===== config.mk =====
export PLATFORM = sky130hd
export DESIGN_NAME = umsa_top
export DESIGN_NICKNAME = d
export VERILOG_FILES = /design/src/hw/umsa_pkg.sv /design/src/hw/umsa_sync.sv /design/src/hw/umsa_edge.sv /design/src/hw/umsa_top.sv
export VERILOG_INCLUDE_DIRS = /design/src /design/src/hw
export SDC_FILE = /design/constraint.sdc
export NUM_CORES = 1
export LEC_CHECK = 0
export BUFFER_PORTS_ARGS = -buffer_cell sky130_fd_sc_hd__buf_2
export CORE_ASPECT_RATIO = 2
export CORE_MARGIN = 1.5
export CORE_UTILIZATION = 34
export DETAILED_ROUTE_END_ITERATION = 8
export MAX_ROUTING_LAYER = met4
export SLEW_MARGIN = 20
export SYNTH_ARGS = -nofsm -noshare
export SYNTH_HDL_FRONTEND = slang
export SYNTH_SLANG_ARGS = --single-unit

===== constraint.sdc =====
create_clock -name clk -period 2.7 [get_ports clk]
set_input_delay 0.135 -clock clk [delete_from_list [all_inputs] [get_ports clk]]
set_output_delay 0.135 -clock clk [all_outputs]
set_load 0.02 [all_outputs]

===== src/hw/umsa_consts.svh =====
// register addresses, field positions, reset values and timing counts of the modem-status/auto-rate block
`ifndef UMSA_CONSTS_SVH
`define UMSA_CONSTS_SVH

// ------------------------------------------------------------
// register byte addresses
// ------------------------------------------------------------
`define UMSA_MSR_ADDR        32'h4000_8018
`define UMSA_SCR_ADDR        32'h4000_801C
`define UMSA_ACR_ADDR        32'h4000_8020

// ------------------------------------------------------------
// modem_input_status fields
// ------------------------------------------------------------
`define UMSA_MSR_CTS_CHG     0
`define UMSA_MSR_DSR_CHG     1
`define UMSA_MSR_RI_TRAIL    2
`define UMSA_MSR_DCD_CHG     3
`define UMSA_MSR_STATE_LSB   4

// ------------------------------------------------------------
// modem_line_control loopback sources
// ------------------------------------------------------------
`define UMSA_MCR_DSR_BIT     0
`define UMSA_MCR_CTS_BIT     1
`define UMSA_MCR_RI_BIT      2
`define UMSA_MCR_DCD_BIT     3

// ------------------------------------------------------------
// rate_measure_control fields
// ------------------------------------------------------------
`define UMSA_ACR_START       0
`define UMSA_ACR_MODE        1
`define UMSA_ACR_RESTART     2
`define UMSA_ACR_END_CLR     8
`define UMSA_ACR_TO_CLR      9

// ------------------------------------------------------------
// reset values and counts
// ------------------------------------------------------------
`define UMSA_SCR_RESET       8'h00
`define UMSA_CNT_WIDTH       16
`define UMSA_PRESCALE        16
`define UMSA_BURST_TICKS     16

`endif


===== src/hw/umsa_pkg.sv =====
// types shared by the modem-status/auto-rate block
package umsa_pkg;

    typedef struct packed {
        logic [31:0] addr;
        logic [31:0] wdata;
        logic        wr;
        logic        rd;
    } umsa_bus_req_s;

    // active-low modem pins as they arrive at the package
    typedef struct packed {
        logic dcd_n;
        logic ri_n;
        logic dsr_n;
        logic cts_n;
    } umsa_modem_s;

    typedef enum logic [1:0] {
        UMSA_IDLE    = 2'b00,
        UMSA_WAIT_FE = 2'b01,
        UMSA_MEASURE = 2'b10
    } umsa_state_e;

endpackage


===== src/hw/umsa_sync.sv =====
// two-flop synchroniser for asynchronous pin inputs
`timescale 1ns/100ps
module umsa_sync #(
    parameter int          WIDTH = 1,
    parameter logic [WIDTH-1:0] RESET = '1
) (
    input  wire logic             clk,
    input  wire logic             rst_n,
    input  wire logic [WIDTH-1:0] async_in,
    output logic      [WIDTH-1:0] sync_out
);
    logic [WIDTH-1:0] meta_r;

    // the first stage feeds the second stage only
    always_ff @(posedge clk or negedge rst_n) begin
        if (!rst_n) begin
            meta_r   <= RESET;
            sync_out <= RESET;
        end else begin
            meta_r   <= async_in;
            sync_out <= meta_r;
        end
    end
endmodule


===== src/hw/umsa_edge.sv =====
// rising and falling edge detector on synchronised levels
`timescale 1ns/100ps
module umsa_edge #(
    parameter int               WIDTH = 1,
    parameter logic [WIDTH-1:0] RESET = '0
) (
    input  wire logic             clk,
    input  wire logic             rst_n,
    input  wire logic [WIDTH-1:0] level,
    output logic      [WIDTH-1:0] rise,
    output logic      [WIDTH-1:0] fall
);
    logic [WIDTH-1:0] prev_r;

    always_ff @(posedge clk or negedge rst_n) begin
        if (!rst_n) begin
            prev_r <= RESET;
        end else begin
            prev_r <= level;
        end
    end

    assign rise = level & ~prev_r;
    assign fall = ~level & prev_r;
endmodule


===== src/hw/umsa_top.sv =====
// modem input status, scratch byte and automatic rate measurement of a uart
//
// Notes on behaviour
// - reading modem status clears its four change flags, state bits untouched
// - cts, dsr, dcd change flags set on any change of that input
// - ring flag set only when active-low ring input goes low to high
// - status bits 7:4 show inverted cts, dsr, ri, dcd; reset to zero
// - in loopback the state bits come from line control bits 1,0,2,3
// - modem inputs never steer transmit or receive, only reported
// - scratch byte, free read/write, resets zero, no side effects
// - start bit launches, clearing aborts, hardware clears it on finish
// - mode 0 times fall to fall, mode 1 times fall to rise
// - with auto restart, overflow restarts at next receive falling edge
// - overflow sets time-out flag when its enable is set
// - successful finish sets end flag when its enable is set
// - control bits 8 and 9 written one clear end and time-out flags
// - measurable rates bounded by counter width and prescale of sixteen
// - start resets counter and receive shifter, selects highest sample rate
// - first falling edge after start begins counting clock cycles
// - sixteen receive ticks at clock rate during the start bit
// - counting stops on next fall in mode 0, next rise in mode 1
// - result loads divisor latches, normal rate resumes, end flag follows
//
// The plain strobed port is this design's own decision.
`timescale 1ns/100ps
`include "umsa_consts.svh"
module umsa_top #(
    parameter int CNT_W    = `UMSA_CNT_WIDTH,
    parameter int PRESCALE = `UMSA_PRESCALE
) (
    input  wire logic                  clk,
    input  wire logic                  rst_n,
    input  wire umsa_pkg::umsa_bus_req_s bus_req,
    output logic [31:0]                rdata,
    input  wire umsa_pkg::umsa_modem_s modem_pins,
    input  wire logic                  rx_pin,
    input  wire logic                  loopback_en,
    input  wire logic [3:0]            modem_line_control,
    input  wire logic                  end_int_en,
    input  wire logic                  timeout_int_en,
    output logic                       measure_end_flag,
    output logic                       measure_timeout_flag,
    output logic                       divisor_load,
    output logic [15:0]                divisor_value,
    output logic                       rx_shift_reset,
    output logic                       rx_fast_rate,
    output logic                       rx_burst_tick
);
    import umsa_pkg::*;

    localparam int PS_W    = $clog2(PRESCALE);
    localparam int BURST_W = $clog2(`UMSA_BURST_TICKS + 1);

    // ------------------------------------------------------------
    // address decode
    // ------------------------------------------------------------
    function automatic logic hit(input logic [31:0] a, input logic [31:0] target);
        hit = (a == target);
    endfunction

    logic rd_msr;
    logic wr_scr;
    logic wr_acr;
    assign rd_msr        = bus_req.rd && hit(bus_req.addr, `UMSA_MSR_ADDR);
    assign wr_scr        = bus_req.wr && hit(bus_req.addr, `UMSA_SCR_ADDR);
    assign wr_acr        = bus_req.wr && hit(bus_req.addr, `UMSA_ACR_ADDR);

    // ------------------------------------------------------------
    // pin synchronisers and edge detectors
    // ------------------------------------------------------------
    logic [3:0] pins_sync;
    logic       rx_sync;

    umsa_sync #(.WIDTH(4), .RESET(4'hF)) u_modem_sync (
        .clk      (clk),
        .rst_n    (rst_n),
        .async_in (modem_pins),
        .sync_out (pins_sync)
    );

    umsa_sync #(.WIDTH(1), .RESET(1'b1)) u_rx_sync (
        .clk      (clk),
        .rst_n    (rst_n),
        .async_in (rx_pin),
        .sync_out (rx_sync)
    );

    // state order {dcd, ri, dsr, cts}; pins idle high so states reset to zero
    logic [3:0] modem_state;
    logic [3:0] state_rise;
    logic [3:0] state_fall;
    logic       rx_rise;
    logic       rx_fall;

    always_comb begin
        if (loopback_en) begin
            modem_state[0] = modem_line_control[`UMSA_MCR_CTS_BIT];
            modem_state[1] = modem_line_control[`UMSA_MCR_DSR_BIT];
            modem_state[2] = modem_line_control[`UMSA_MCR_RI_BIT];
            modem_state[3] = modem_line_control[`UMSA_MCR_DCD_BIT];
        end else begin
            modem_state = ~pins_sync;
        end
    end

    umsa_edge #(.WIDTH(4), .RESET(4'h0)) u_modem_edge (
        .clk   (clk),
        .rst_n (rst_n),
        .level (modem_state),
        .rise  (state_rise),
        .fall  (state_fall)
    );

    umsa_edge #(.WIDTH(1), .RESET(1'b1)) u_rx_edge (
        .clk   (clk),
        .rst_n (rst_n),
        .level (rx_sync),
        .rise  (rx_rise),
        .fall  (rx_fall)
    );

    // ------------------------------------------------------------
    // modem change flags
    // ------------------------------------------------------------
    // the modem inputs end here: nothing below feeds the shift logic
    logic [3:0] chg_set;
    logic [3:0] chg_r;

    assign chg_set[0] = state_rise[0] | state_fall[0];
    assign chg_set[1] = state_rise[1] | state_fall[1];
    assign chg_set[2] = state_fall[2];
    assign chg_set[3] = state_rise[3] | state_fall[3];

    // a change landing on the clearing read is kept
    always_ff @(posedge clk or negedge rst_n) begin
        if (!rst_n) begin
            chg_r <= 4'h0;
        end else begin
            chg_r <= chg_set | (rd_msr ? 4'h0 : chg_r);
        end
    end

    // ------------------------------------------------------------
    // scratch byte
    // ------------------------------------------------------------
    logic [7:0] scratch_r;

    always_ff @(posedge clk or negedge rst_n) begin
        if (!rst_n) begin
            scratch_r <= `UMSA_SCR_RESET;
        end else if (wr_scr) begin
            scratch_r <= bus_req.wdata[7:0];
        end
    end

    // ------------------------------------------------------------
    // rate measurement control
    // ------------------------------------------------------------
    umsa_state_e state_r;
    logic        mode_r;
    logic        restart_r;
    logic        start_req;
    logic        abort_req;
    logic        overflow;
    logic        done;
    logic [PS_W-1:0]  ps_r;
    logic [CNT_W-1:0] cnt_r;
    logic [BURST_W-1:0] burst_r;

    assign start_req = wr_acr && bus_req.wdata[`UMSA_ACR_START] && (state_r == UMSA_IDLE);
    assign abort_req = wr_acr && !bus_req.wdata[`UMSA_ACR_START];
    assign overflow  = (state_r == UMSA_MEASURE) && (ps_r == PS_W'(PRESCALE - 1)) && (&cnt_r);
    assign done      = (state_r == UMSA_MEASURE) && !overflow &&
                       (mode_r ? rx_rise : rx_fall);

    always_ff @(posedge clk or negedge rst_n) begin
        if (!rst_n) begin
            mode_r    <= 1'b0;
            restart_r <= 1'b0;
        end else if (wr_acr) begin
            mode_r    <= bus_req.wdata[`UMSA_ACR_MODE];
            restart_r <= bus_req.wdata[`UMSA_ACR_RESTART];
        end
    end

    always_ff @(posedge clk or negedge rst_n) begin
        if (!rst_n) begin
            state_r <= UMSA_IDLE;
        end else if (abort_req) begin
            state_r <= UMSA_IDLE;
        end else begin
            case (state_r)
                UMSA_IDLE: begin
                    if (start_req) begin
                        state_r <= UMSA_WAIT_FE;
                    end
                end
                UMSA_WAIT_FE: begin
                    if (rx_fall) begin
                        state_r <= UMSA_MEASURE;
                    end
                end
                UMSA_MEASURE: begin
                    if (overflow) begin
                        state_r <= restart_r ? UMSA_WAIT_FE : UMSA_IDLE;
                    end else if (done) begin
                        state_r <= UMSA_IDLE;
                    end
                end
                default: begin
                    state_r <= UMSA_IDLE;
                end
            endcase
        end
    end

    // counter advances once per PRESCALE clocks, so it holds the timed span (one bit in mode 1, two in mode 0) over sixteen
    always_ff @(posedge clk or negedge rst_n) begin
        if (!rst_n) begin
            ps_r  <= '0;
            cnt_r <= '0;
        end else if (state_r != UMSA_MEASURE) begin
            ps_r  <= '0;
            cnt_r <= '0;
        end else begin
            ps_r <= (ps_r == PS_W'(PRESCALE - 1)) ? '0 : ps_r + PS_W'(1);
            if (ps_r == PS_W'(PRESCALE - 1)) begin
                cnt_r <= cnt_r + CNT_W'(1);
            end
        end
    end

    // start bit must reach the shifter while the divisor is still unknown
    always_ff @(posedge clk or negedge rst_n) begin
        if (!rst_n) begin
            burst_r <= '0;
        end else if (state_r == UMSA_WAIT_FE && rx_fall) begin
            burst_r <= BURST_W'(`UMSA_BURST_TICKS);
        end else if (burst_r != '0) begin
            burst_r <= burst_r - BURST_W'(1);
        end
    end

    always_ff @(posedge clk or negedge rst_n) begin
        if (!rst_n) begin
            rx_burst_tick  <= 1'b0;
            rx_shift_reset <= 1'b0;
            rx_fast_rate   <= 1'b0;
        end else begin
            rx_burst_tick  <= (state_r == UMSA_WAIT_FE && rx_fall) || (burst_r > BURST_W'(1));
            rx_shift_reset <= start_req;
            rx_fast_rate   <= (start_req || state_r != UMSA_IDLE) && !done && !abort_req;
        end
    end

    // mode 0 spans two bits, so halve; a zero divisor would stall the generator
    logic [CNT_W-1:0] measured;
    always_comb begin
        measured = mode_r ? cnt_r : (cnt_r >> 1);
        if (measured == '0) begin
            measured = CNT_W'(1);
        end
    end

    // old latch contents are simply overwritten
    always_ff @(posedge clk or negedge rst_n) begin
        if (!rst_n) begin
            divisor_load  <= 1'b0;
            divisor_value <= 16'h0000;
        end else begin
            divisor_load <= done;
            if (done) begin
                divisor_value <= 16'(measured);
            end
        end
    end

    // ------------------------------------------------------------
    // end and time-out flags (set wins over clear)
    // ------------------------------------------------------------
    logic end_clr;
    logic to_clr;
    assign end_clr = wr_acr && bus_req.wdata[`UMSA_ACR_END_CLR];
    assign to_clr  = wr_acr && bus_req.wdata[`UMSA_ACR_TO_CLR];

    always_ff @(posedge clk or negedge rst_n) begin
        if (!rst_n) begin
            measure_end_flag <= 1'b0;
        end else if (divisor_load && end_int_en) begin
            measure_end_flag <= 1'b1;
        end else if (end_clr) begin
            measure_end_flag <= 1'b0;
        end
    end

    always_ff @(posedge clk or negedge rst_n) begin
        if (!rst_n) begin
            measure_timeout_flag <= 1'b0;
        end else if (overflow && timeout_int_en) begin
            measure_timeout_flag <= 1'b1;
        end else if (to_clr) begin
            measure_timeout_flag <= 1'b0;
        end
    end

    // ------------------------------------------------------------
    // read data, one cycle after the strobe
    // ------------------------------------------------------------
    logic start_bit;
    assign start_bit = (state_r != UMSA_IDLE);

    always_ff @(posedge clk or negedge rst_n) begin
        if (!rst_n) begin
            rdata <= 32'h0000_0000;
        end else if (!bus_req.rd) begin
            rdata <= 32'h0000_0000;
        end else if (hit(bus_req.addr, `UMSA_MSR_ADDR)) begin
            rdata <= {24'h000000, modem_state, chg_r};
        end else if (hit(bus_req.addr, `UMSA_SCR_ADDR)) begin
            rdata <= {24'h000000, scratch_r};
        end else if (hit(bus_req.addr, `UMSA_ACR_ADDR)) begin
            rdata <= {29'h0, restart_r, mode_r, start_bit};
        end else begin
            rdata <= 32'h0000_0000;
        end
    end
endmodule


Word-level counts from Yosys, hierarchy flattened:

Index checks and enable logic that the tools add are counted.
Widths: inputs -> output; s select.

* register bits after elaboration: 110
* word-level logic and storage cells: 108
* output and inout bits: 54

* equal/unequal tests: 10
* order comparisons: 1
* add/sub/neg operators: 3
* bitwise logic cells: 13
* multiplexer cells: 26
* reductions and logical operators: 33

Operators with widths (number)
* $eq 32x31->1 const B: 3
* $mux 16: 4
* $mux 8: 3
* $logic_and 1x1->1: 17
* $add 16x1->16 const B: 1
* $logic_not 16->1: 1
* $mux 4: 4
* $reduce_and 16->1: 1
* $not 4->4: 3
* $mux 2: 5
* $mux 5: 2
* $reduce_bool 2->1: 5
* $and 4x4->4: 2
* $mux 1: 6
* $ne 3x3->1 const B: 2
* $pmux 2 s3: 1
* $gt 5x1->1 const B: 1
* $reduce_bool 5->1: 1
* $sub 5x1->5 const B: 1
* $add 4x1->4 const B: 1
* $eq 4x4->1 const B: 1
* $logic_not 1->1: 4
* $ne 4x4->1 const B: 1
* $or 4x4->4: 1
* other kinds (10): 15

Longest topological paths before layout:

* word-level depth: 10
* mapped depth: 6
* depth with buffers taken out: 5

By module:

Synthesis repeated with hierarchy kept, for this count alone.

* cell total of the unflattened synthesis: 373
* area total of the unflattened synthesis: 4108.9 um^2

Modules (own cells, without submodules)
* umsa_top: area each 3634.7 um^2, seq. area each 1776.7 um^2, cells an instance 348, times used 1
* umsa_sync at u_modem_sync: area each 210.2 um^2, seq. area each 210.2 um^2, cells an instance 8, times used 1
* umsa_edge at u_modem_edge: area each 170.2 um^2, seq. area each 100.1 um^2, cells an instance 12, times used 1
* umsa_sync at u_rx_sync: area each 52.6 um^2, seq. area each 52.6 um^2, cells an instance 2, times used 1
* umsa_edge at u_rx_edge: area each 41.3 um^2, seq. area each 26.3 um^2, cells an instance 3, times used 1

Worst setup path before layout:

No wires, ideal clock.

* path kind: register to register
* start: reg cnt_r[0]
* end: reg divisor_value[10]
* setup slack: 719 ps
* clock period less this slack: 1981 ps
* stages on the path, launching flop included: 7
* required time: 2575 ps
* arrival time: 1856 ps
* path through: dfrtp_1 -> ha_1 -> nand3_1 -> nor4_4 -> a311oi_4 -> buf_6 -> mux2_4

* cells in the longest elaborated chain, start to end: 5

RTL lines
* from (decl): RTL line umsa_top.sv:167 `logic [CNT_W-1:0] cnt_r;`
* from (signal assigned): RTL line umsa_top.sv:228 `cnt_r <= cnt_r + CNT_W'(1);`
* $reduce_and 16->1: RTL line umsa_top.sv:172 `assign overflow = (state_r == UMSA_MEASURE) && (ps_r == PS_W'(PRESCALE - 1)) && (&cnt_r);`
* $logic_and 1x1->1: RTL line umsa_top.sv:172
* $logic_not 1->1: RTL line umsa_top.sv:173 `assign done = (state_r == UMSA_MEASURE) && !overflow &&`
* $logic_and 1x1->1 (2 in a row): RTL line umsa_top.sv:173
* via done: RTL line umsa_top.sv:165 `logic done;`
* to (signal assigned): RTL line umsa_top.sv:273 `divisor_value <= 16'(measured);`
* to (decl): RTL line umsa_top.sv:44 `output logic [15:0] divisor_value,`

The timed path passes the listed nets, and every way through them passes these cells.
A chain may end at the register's enable or synchronous reset.

Final worst setup path:

* start: reg cnt_r[0]
* end: reg divisor_value[11]

* cells in the longest elaborated chain, start to end: 5

RTL lines (RTL line)
* $reduce_and 16->1: umsa_top.sv:172
* $logic_and 1x1->1: umsa_top.sv:172
* $logic_not 1->1: umsa_top.sv:173
* $logic_and 1x1->1 (2 in a row): umsa_top.sv:173

Several ways; a longest one is shown, not always the timed one.

==> summary.md <==
| Metric | Value |
|---|---|
| I/O Buffers | 87 |
| Wire per inst | 15.3 um |
| CTS root buffer | clkbuf_16 |
| Setup repair bufs after CTS | 0 |
| Largest net degree at the start of global routing | 87 |
| Netlist cell types | 51 |
| Layout cell share with drive strength beyond 1 | 35.4% |
| Slew Limit Headroom | 47.9% |
| Buffers & Inverters on Critical Path | 1 |
| Die area | 12900 um^2 |
| Final Cycle Share | 85.5% |
| Global route overflow | 0 |
| Via count | 3036 |
| Max_cap viols | 0 |
| Seq. cell area | 2170 um^2 |
| Synthesized area per cell | 11.4 um^2 |
| Post-Syn Instances | 364 |
| 1st-pass router iterations | 4 |
| WL final | 9390 um |
| Pwr Density | 533 nW/um^2 |
| DRC viols | 0 |
| Global-route wire length before repair | 15000 um |
| Area of the core | 11800 um^2 |
| Startpoint types | flop |
| Multi-input gate area | 1760 um^2 |
| Via density | 4.94 |
| CP max FO | 11 |
| DP Worst Slack | 0.376 ns |
| P&R area growth vs syn | 21.9% |
| Crit Path Category | reg -> reg |
| Antenna-violating nets left | 0 |
| CP peak stage delay | 0.68 ns |
| Peak VDD IR | 0.322 mV |
| FP Rows | 56 |
| FF+latch count, synth | 86 |
| Starting density of the core | 35.2% |
| Die Ht | 159 um |
| Overall Power | 2690 uW |
| Top delay family on crit path | compound AO/OA/AOI/OAI gates |
| Post-synth EDFFs | 0 |
| Die Width | 81.0 um |
| Most frequent cells in the layout | buf_2, dfrtp_1, nor2_1, mux2_2, conb_1 |
| # clock sinks | 86 |
| Final hold vios | 0 |
| CTS tree | yes |
| Hpwl dp | 7080 um |
| Number of global-route vias before repair | 3123 |
| Setup ws final | 0.393 ns |
| Utilization after layout | 42.9% |
| Worst-path clk slew | 0.06 ns |
| Syn. warnings | 0 |
| Final Wtd Congestion | 0.859 |
| Measured slew at the worst slew-check pin | 0.781 ns |
| Clock tree buffer depth | 2 |
| Overall routing resource usage | 15.8% |
| Worst setup EP type | flop |
| Commonest non-fill, non-tap cell in the layout | buf_2 |
| CP Data Arrival Time | 2.52 ns |
| Top Ports | 134 |
| Setup_tns | 0 ns |
| Final Setup Violations | 0 |
| # diodes | 0 |
| Leak | 0.00242 uW |
| Outcome | complete, no violations |
| Final count of pins violating max slew | 0 |
| Asr flop ratio synth | 100% |
| Initial antenna violation count | 0 |
| Ys flop type | dfrtp_1 |
| CTS buffer count | 9 |
| Worst-path cell chain | ha_1 -> nand3_1 -> nor4_4 -> a311oi_4 -> buf_8 -> mux2_4 |
| Synth Cell Area | 4140 um^2 |
| Clk_skew | 0.00643 ns |
| Worst path slowest cell | a311oi_4 |
| Hold Crit Class | in -> reg |
| Sequential area share after synthesis | 52.3% |
| Maximum clock frequency | 433 MHz |
| Worst skew pair latency | 0.34 ns |
| Fillcell total | 1166 |
| Htree depth | 3 |
| CP Data Required Time | 2.92 ns |
| Nets | 549 |
| Crit path time final | 2.31 ns |
| Initial drt markers | 106 |
| Unrepaired setup endpoints after global routing | false |
kinds of logic (layout without fill, tap and decap cells):
group	Yosys count	after routing	synth area share (%)
and+or+nand+nor	114	114	16.2
DFF	86	86	52.3
buffers and inverters	55	137	7.37
AOI/OAI and AO/OA	46	46	7.56
muxes	41	41	11.6
xor gates and xnor gates	16	16	3.38
adders and majority gates	5	5	1.51
other	1	24	0.0906
where the power goes:
part	switching (uW)	internal (uW)
Sequential	5.17	1310
Clock	496	742
Combinational	91.0	50.8
cells in the mapped netlist (7+ instances only):
master,instances,area (um^2)
clkbuf_1,9,33.8
xnor2_1,12,105
nor4_1,9,56.3
or3_1,7,43.8
dfrtp_1,75,1880
nor3_1,12,60.1
nand2_1,16,60.1
o21ai_0,15,75.1
dfstp_2,11,289
mux2_2,28,315
inv_1,20,75.1
nor2_1,28,105
a22oi_1,8,60.1
mux2_4,7,105
a21oi_1,9,45.0
buf_4,24,180
worst paths after layout:
check,startpoint,end,slack [ns],depth (start not counted)
max in group asynchronous,rst_n,ps_r[2],1.73,2
min reg2reg,u_modem_sync.meta_r[2],u_modem_sync.sync_out[2],0.35,0
min in group asynchronous,rst_n,u_modem_edge.prev_r[0],0.41,2
max reg2reg,cnt_r[0],divisor_value[11],0.39,6
min,bus_req[8],scratch_r[6],0.03,2
max,cnt_r[0],divisor_value[11],0.39,6
sequential cells by signal (all words and copies together), names as in the netlist, 2 cells and up:
| register | count |
|---|---|
| divisor_value | 16 |
| rdata | 8 |
| burst_r | 5 |
| scratch_r | 8 |
| u_modem_sync.meta_r | 4 |
| ps_r | 4 |
| u_modem_edge.prev_r | 4 |
| cnt_r | 16 |
| u_modem_sync.sync_out | 4 |
| chg_r | 4 |
| state_r | 2 |
routing by layer:
metal	vias up	part of all wire, %	wire (um)	global-route usage (%)
met1	1499	37	3490	15.9
met3	14	4.5	427	3.72
li1	1439	-	-	-
met4	0	2.9	272	7.05
met2	84	55	5200	27.9
met5	-	0	0	-
through the flow:
step | hold slack (ns) | instances | cell area (um^2)
floorplan | -0.161 | 387 | 4230
global placement | 0.241 | 591 | 4670
detailed placement | 0.242 | 592 | 4680
CTS | 0.0266 | 613 | 5030
global route | 0.0252 | 614 | 5050
finish | 0.0335 | 614 | 5050
timing repair:
item | CTS | global route
hold buffers | 5 | 1
resized for setup | 0 | 0
endpoints found under the hold margin | 5 | 75
cell type report:
type / instances / area share [%]
clock inverter: 5 / 1.16
timing repair buffer: 101 / 11.3
inverter: 20 / 1.49
tap: 145 / 3.59
sequential: 86 / 42.9
clock buffer: 11 / 4.81
multi-input combinational: 246 / 34.8
No activity file was read; power rests on OpenSTA's default activity.
